`src/design/exec_pkg.sv`:
```
/*
  Constants, operation codes and carrier structs for the add, AND and
  single-bit execution datapath of an 8-bit core.
  Assumes the surrounding core decodes opcodes into exec_op_e and owns the
  file register array, the program counter and the fetch pipeline.
*/
// Function
// - Add-immediate adds an 8-bit literal to the accumulator.
// - Add-file sums accumulator and file register, updating all flags.
// - For file operands, destination 0 writes the accumulator, 1 the file.
// - AND-immediate ANDs a literal into the accumulator; sets only zero.
// - AND-file ANDs a file register to the destination; sets only zero.
// - Bit-clear forces the indexed file bit to zero; flags are kept.
// - Bit-set forces the indexed file bit to one; flags are kept.
// - Test-and-skip on a zero bit turns the next instruction into a no-op.
// - Test-and-skip on a one bit skips nothing and keeps the flags.
// - Read-modify-write of a port uses the pin levels, not the latch.
`default_nettype none

package exec_pkg;

  localparam int DATA_W = 8;
  localparam int ADDR_W = 7;
  localparam int BIT_W = 3;
  localparam int NIBBLE_W = 4;
  localparam logic [DATA_W-1:0] ACC_RESET = 8'h00;
  localparam logic [DATA_W-1:0] ZERO_BYTE = 8'h00;
  localparam logic DEST_ACC = 1'b0;
  localparam logic DEST_FILE = 1'b1;

  typedef enum logic [2:0] {
    op_none,
    add_immediate_to_acc,
    add_acc_and_file,
    and_immediate_with_acc,
    and_acc_with_file,
    file_bit_clear_op,
    file_bit_set_op,
    test_bit_skip_on_zero
  } exec_op_e;

  typedef struct packed {
    exec_op_e op;
    logic [DATA_W-1:0] literal;
    logic [ADDR_W-1:0] addr;
    logic [BIT_W-1:0] bit_index;
    logic dest;
  } exec_cmd_s;

  typedef struct packed {
    logic carry;
    logic low_nibble_overflow;
    logic zero;
  } exec_flags_s;

  typedef struct packed {
    logic en;
    logic [ADDR_W-1:0] addr;
    logic [DATA_W-1:0] data;
  } file_write_s;

endpackage

`default_nettype wire

```
`src/design/core_add_and_bit_ops_exec.sv`:
```
/*
  Execution datapath for add, AND, bit set/clear and bit-test-skip.
  Assumes the core presents one decoded command per instruction cycle
  (cmd.op = op_none when idle), returns the addressed file register value
  combinationally on file_rd_data in the same cycle, and honours skip_next
  by replacing the already fetched instruction with a no-operation.
*/
`default_nettype none

module core_add_and_bit_ops_exec
  import exec_pkg::*;
(
  // Clock and reset
  input wire logic clk_sys,
  input wire logic sys_rst,
  // Decoded instruction
  input wire exec_cmd_s cmd,
  // File register read port
  input wire logic [DATA_W-1:0] file_rd_data,
  input wire logic file_is_port,
  input wire logic [DATA_W-1:0] port_pin_data,
  // Accumulator, flags, file write and fetch control
  output exec_pkg::exec_flags_s flags,
  output logic [DATA_W-1:0] acc,
  output exec_pkg::file_write_s file_wr,
  output logic skip_next
);

  // ==========================================================================
  // Operand selection and arithmetic
  // ==========================================================================
  function automatic logic [DATA_W:0] add_bytes(
    input logic [DATA_W-1:0] a,
    input logic [DATA_W-1:0] b
  );
    add_bytes = {1'b0, a} + {1'b0, b};
  endfunction

  function automatic logic nibble_carry(
    input logic [DATA_W-1:0] a,
    input logic [DATA_W-1:0] b
  );
    logic [NIBBLE_W:0] s;
    s = {1'b0, a[NIBBLE_W-1:0]} + {1'b0, b[NIBBLE_W-1:0]};
    nibble_carry = s[NIBBLE_W];
  endfunction

  logic [DATA_W-1:0] file_val;
  logic [DATA_W-1:0] operand;
  logic [DATA_W:0] sum;
  logic [DATA_W-1:0] result;
  logic [DATA_W-1:0] bit_mask;
  logic uses_file;
  logic is_add;
  logic is_and;

  // Ports are read from the pins so a read-modify-write does not copy a
  // stale latch value back over an input driven low externally.
  assign file_val = file_is_port ? port_pin_data : file_rd_data;
  assign uses_file = cmd.op inside {add_acc_and_file, and_acc_with_file};
  assign is_add = cmd.op inside {add_immediate_to_acc, add_acc_and_file};
  assign is_and = cmd.op inside {and_immediate_with_acc, and_acc_with_file};
  assign operand = uses_file ? file_val : cmd.literal;
  assign sum = add_bytes(acc, operand);
  assign result = is_add ? sum[DATA_W-1:0] : (acc & operand);
  assign bit_mask = DATA_W'(1) << cmd.bit_index;

  // ==========================================================================
  // Accumulator
  // ==========================================================================
  always_ff @(posedge clk_sys) begin
    if (sys_rst) begin
      acc <= ACC_RESET;
    end else if ((is_add || is_and) &&
                 (!uses_file || cmd.dest == DEST_ACC)) begin
      acc <= result;
    end
  end

  // ==========================================================================
  // Status flags
  // ==========================================================================
  always_ff @(posedge clk_sys) begin
    if (sys_rst) begin
      flags <= '0;
    end else if (is_add) begin
      flags.carry <= sum[DATA_W];
      flags.low_nibble_overflow <= nibble_carry(acc, operand);
      flags.zero <= (sum[DATA_W-1:0] == ZERO_BYTE);
    end else if (is_and) begin
      flags.zero <= (result == ZERO_BYTE);
    end
  end

  // ==========================================================================
  // File register write-back
  // ==========================================================================
  always_ff @(posedge clk_sys) begin
    if (sys_rst) begin
      file_wr <= '0;
    end else begin
      file_wr.addr <= cmd.addr;
      unique case (cmd.op)
        add_acc_and_file, and_acc_with_file: begin
          file_wr.en <= (cmd.dest == DEST_FILE);
          file_wr.data <= result;
        end
        file_bit_clear_op: begin
          file_wr.en <= 1'b1;
          file_wr.data <= file_val & ~bit_mask;
        end
        file_bit_set_op: begin
          file_wr.en <= 1'b1;
          file_wr.data <= file_val | bit_mask;
        end
        default: begin
          file_wr.en <= 1'b0;
          file_wr.data <= ZERO_BYTE;
        end
      endcase
    end
  end

  // ==========================================================================
  // Skip request
  // ==========================================================================
  always_ff @(posedge clk_sys) begin
    if (sys_rst) begin
      skip_next <= 1'b0;
    end else begin
      skip_next <= (cmd.op == test_bit_skip_on_zero) &&
                   !file_val[cmd.bit_index];
    end
  end
endmodule

`default_nettype wire

```
`config.mk`:
```
export PLATFORM = sky130hd
export DESIGN_NAME = core_add_and_bit_ops_exec
export DESIGN_NICKNAME = d
export VERILOG_FILES = /design/src/design/exec_pkg.sv /design/src/design/core_add_and_bit_ops_exec.sv
export SDC_FILE = /design/constraint.sdc
export NUM_CORES = 1
export LEC_CHECK = 0
export BUFFER_PORTS_ARGS = -buffer_cell sky130_fd_sc_hd__buf_2
export CAP_MARGIN = 30
export CORE_ASPECT_RATIO = 0.8
export CORE_MARGIN = 5
export CORE_UTILIZATION = 46
export CTS_CLUSTER_DIAMETER = 30
export DETAILED_ROUTE_END_ITERATION = 10
export GPL_TIMING_DRIVEN = 1
export MAX_ROUTING_LAYER = met4
export PLACE_DENSITY_LB_ADDON = 0.08
export SYNTH_ARGS = -nofsm -noshare
export SYNTH_HDL_FRONTEND = slang
export SYNTH_SLANG_ARGS = --single-unit
```
`constraint.sdc`:
```
create_clock -name clk_sys -period 2.5 [get_ports clk_sys]
set_input_delay 0.125 -clock clk_sys [delete_from_list [all_inputs] [get_ports clk_sys]]
set_output_delay 0.125 -clock clk_sys [all_outputs]
set_load 0.01 [all_outputs]
```
==> impl_metrics.py <==
metrics = {
    "routing": {
        "route.final.wire_length_mm": 5.61,
        "first_pass_iters": 4,
        "wire_per_inst_microns": 14.5,
        "viasPerCell": 5.31,
        "num_vias": 2055,
        "antenna_left": 0,
        "drt_first_iter_violations": 112,
        "drc": 0,
    },
    "grt": {
        "globalRouteTotalUtil_pct": 19.4,
        "grt_pass1_vias": 1867,
        "grt_pass1_wl_mm": 9.11,
        "antenna_found_initial": 0,
        "grt_overflow": 0,
        "grt_start_max_net_pins": 38,
    },
    "floorplan": {
        "die_w_microns": 84.2,
        "design.die.area_sq_mm": 0.00584,
        "core_region_area_sq_mm": 0.00423,
        "row_count": 21,
        "start_util_pct": 47.9,
        "pin_count": 69,
        "dieHeight_microns": 69.3,
    },
    "final_layout": {
        "layout.core_utilization_pct": 62.7,
        "finalInstanceArea_sq_mm": 0.00265,
        "syn2layout_area_growth_pct": 31.1,
        "stdcell_count": 387,
        "mostFrequentLayoutCell": "sky130_fd_sc_hd__buf_2",
        "drive_gt1_share_pct": 34.8,
        "layout.cells.most_common_list": "sky130_fd_sc_hd__buf_2 (68), sky130_fd_sc_hd__nor2_1 (32), sky130_fd_sc_hd__dfxtp_1 (28), sky130_fd_sc_hd__buf_4 (28), sky130_fd_sc_hd__mux2i_1 (20)",
        "finalNetCount": 383,
        "num_antenna_cells": 0,
    },
    "logic_synthesis": {
        "postSynthNetCount": 301,
        "syn-instance-count": 249,
        "synth_enable_flop_cells": 0,
        "synth-compound-area-share_pct": 23.1,
        "synth.mux.area_fraction_pct": 12.7,
        "synth_fa_ha_area_share_pct": 7.17,
        "ys_types": 45,
        "synth_area_in_xor_xnor_pct": 3.46,
        "synthSimpleGateAreaFrac_pct": 19.8,
        "syn_avg_cell_area_sq_um": 8.13,
        "synth_top_flop_cell": "sky130_fd_sc_hd__dfxtp_1",
        "synth_top_family_by_area": "compound AO/OA/AOI/OAI gates",
        "synth-seq-cells": 28,
        "async_flop_share_pct": 0,
        "synth_area_sq_mm": 0.00202,
        "synth-warning-count": 0,
        "synth.yosys.seq_area_share_pct": 27.7,
    },
    "placed_design": {
        "place.port_buffers": 68,
        "postPlaceCellArea_sq_mm": 0.00258,
        "placed_cells_incl_taps": 383,
        "dp_hpwl_mm": 4.37,
        "gp_congestion": 0.868,
    },
    "worst_setup_path": {
        "worst-path-max-fanout": 11,
        "timing.critical_path.from_type": "input port",
        "slowest_stage_cell_on_the_critical_path": "sky130_fd_sc_hd__or3_1",
        "timing.critical_path.depth": 14,
        "buffers_inverters_on_critical_path": 3,
        "timing.critical_path.max_delay_family": "compound AO/OA/AOI/OAI gates",
        "reg2reg_path_depth": 9,
        "worst_ep_arrival_time_ps": 2600,
        "timing.setup.critical_path_class": "in2reg",
        "largest_stage_delay_on_the_critical_path_ps": 380,
        "setup.worst_path.end_class": "flop",
        "worst_ep_required_time_ps": 2720,
        "cp_cell_sequence": "buf_2, xnor2_2, nor2_2, buf_4, a21oi_2, ha_2, inv_1, fa_2, nor2b_1, o2111ai_1, a31oi_1, a31oi_2, or3_1, o21ai_1",
    },
    "worst_hold_path": {
        "min-delay-path-class": "in2reg",
        "hold_path_depth": 2,
    },
    "clock_network": {
        "cts-root-buf": "sky130_fd_sc_hd__clkbuf_8",
        "worst_skew_late_latency_ps": 280,
        "number_of_buffers_created_by_cts": 3,
        "cts_post_setup_buffers_inserted": 0,
        "clock_sink_count": 28,
        "cts_h_tree_depth": 1,
        "clock_transition_at_path_regs_ps": 100,
        "hold_buffers": 0,
        "cts-resized-gates": 0,
        "cts_buffer_depth": 2,
        "cts_tree": "done",
    },
    "sta": {
        "rsz0062_at_grt": "yes",
        "drv_slew": 0,
        "hold_slack_ps": 41.4,
        "max-slew-margin-rel_pct": 65.9,
        "achievable-frequency_ghz": 0.420,
        "finalSetupViolations": 0,
        "min_period_over_period_pct": 95.3,
        "fin_worst_skew_ps": 7.29,
        "worst_slew_pin_slew_ps": 512,
        "hold_vio_cnt_final": 0,
        "period_minus_slack_ps": 2380,
    },
    "power": {
        "share_comb_of_total_power_pct": 38.1,
        "power.static_leakage_nw": 1.23,
        "p_per_area_mw_per_mm2": 519,
        "power.net_switching_w": 0.000442,
        "share_seq_of_total_power_pct": 35.9,
        "cellInternalPower_w": 0.000935,
        "power.total_w": 0.00138,
        "clock_power_share_pct": 26.1,
        "power.share.switching_pct": 32.1,
        "worst_vdd_ir_uv": 244,
    },
    "flow_run": {
        "max-cap-violations": 0,
    },
    "run_status": {
        "result_of_the_run": "completed",
    },
}
## worst register-to-register path, stage by stage (launching register included)
cell and delay (ps):
sky130_fd_sc_hd__dfxtp_1 430, sky130_fd_sc_hd__ha_2 220, sky130_fd_sc_hd__inv_1 60, sky130_fd_sc_hd__fa_2 340
sky130_fd_sc_hd__nor2b_1 170, sky130_fd_sc_hd__o2111ai_1 160, sky130_fd_sc_hd__a31oi_1 270, sky130_fd_sc_hd__a31oi_2 80
sky130_fd_sc_hd__or3_1 380, sky130_fd_sc_hd__o21ai_1 120
## final timing paths
kind | start | slack [ps] | end
worst min-delay path | cmd[7] | 40 | file_wr[11]
worst max-delay path | cmd[20] | 120 | flags[0]
worst max register to register | acc[0] | 200 | flags[0]
worst min register to register | flags[1] | 520 | flags[1]
## final cells by class
type,count,area [sq um]
fillers,378,1580
repair buffers,96,551
clock inverters,1,30.0
clock buffers,3,41.3
inverters,9,33.8
multi-input cells,193,1370
well taps,57,71.3
flip-flops and latches,28,561
## through the flow
stage          setup WS [ps]  setup TNS, ps
5_1_grt                -22.6          -22.6
6_report                 118              0
3_5_place_dp           -87.4           -115
3_3_place_gp            19.2              0
2_1_floorplan           1.64              0
4_1_cts                  165              0
## registers in the layout, indices dropped and copies added, names as in the netlist
signal	flops
file_wr	16
acc	8
flags	3
skip_next	1
## cells by family (layout without fill, tap and decap cells)
kind of cell,after synthesis,in the layout
simple gates,84,84
compound gates,67,67
flops,28,28
buf+inv,28,109
mux,23,23
fa+ha+maj,11,11
xor+xnor,8,8
## layer usage
metal | global-route usage [%] | up-vias | wire [microns]
met5 | - | - | 0
met3 | 4.04 | 5 | 335
met1 | 27.2 | 927 | 2650
li1 | - | 1063 | -
met2 | 29.1 | 60 | 2570
met4 | 3.57 | 0 | 53
## power by group through the flow
stage | Sequential (W) | Clock [W] | Combinational (W)
floorplan | 0.000519 | 0 | 0.000316
global placement | 0.000503 | 0 | 0.000512
detailed placement | 0.000504 | 0 | 0.000515
CTS | 0.000494 | 0.000370 | 0.000519
global route | 0.000498 | 0.000388 | 0.000575
finish | 0.000494 | 0.000359 | 0.000524
## cells in the mapped netlist (2+ instances only)
cell	instances	area share, %
sky130_fd_sc_hd__a211oi_1	10	3.7
sky130_fd_sc_hd__a21o_1	2	0.74
sky130_fd_sc_hd__a21oi_1	20	4.9
sky130_fd_sc_hd__a221oi_1	3	1.3
sky130_fd_sc_hd__a311oi_1	4	1.7
sky130_fd_sc_hd__a31oi_1	7	2.2
sky130_fd_sc_hd__buf_1	2	0.37
sky130_fd_sc_hd__buf_2	5	1.2
sky130_fd_sc_hd__clkbuf_1	10	1.9
sky130_fd_sc_hd__dfxtp_1	28	28
sky130_fd_sc_hd__ha_1	10	6.2
sky130_fd_sc_hd__inv_1	9	1.7
sky130_fd_sc_hd__mux2i_1	20	9.9
sky130_fd_sc_hd__mux4_2	2	2.2
sky130_fd_sc_hd__nand2_1	17	3.2
sky130_fd_sc_hd__nand3_1	5	1.2
sky130_fd_sc_hd__nand3b_1	3	1.1
sky130_fd_sc_hd__nor2_1	33	6.1
sky130_fd_sc_hd__nor2_2	2	0.62
sky130_fd_sc_hd__nor2b_1	8	2.5
sky130_fd_sc_hd__nor3_1	5	1.2
sky130_fd_sc_hd__nor3b_1	4	1.5
sky130_fd_sc_hd__nor4_1	2	0.62
sky130_fd_sc_hd__o21ai_0	9	2.2
sky130_fd_sc_hd__o21ai_1	2	0.49
sky130_fd_sc_hd__or3_1	2	0.62
sky130_fd_sc_hd__xnor2_1	7	3.0
Note: power is estimated with default switching activity, not from simulation.
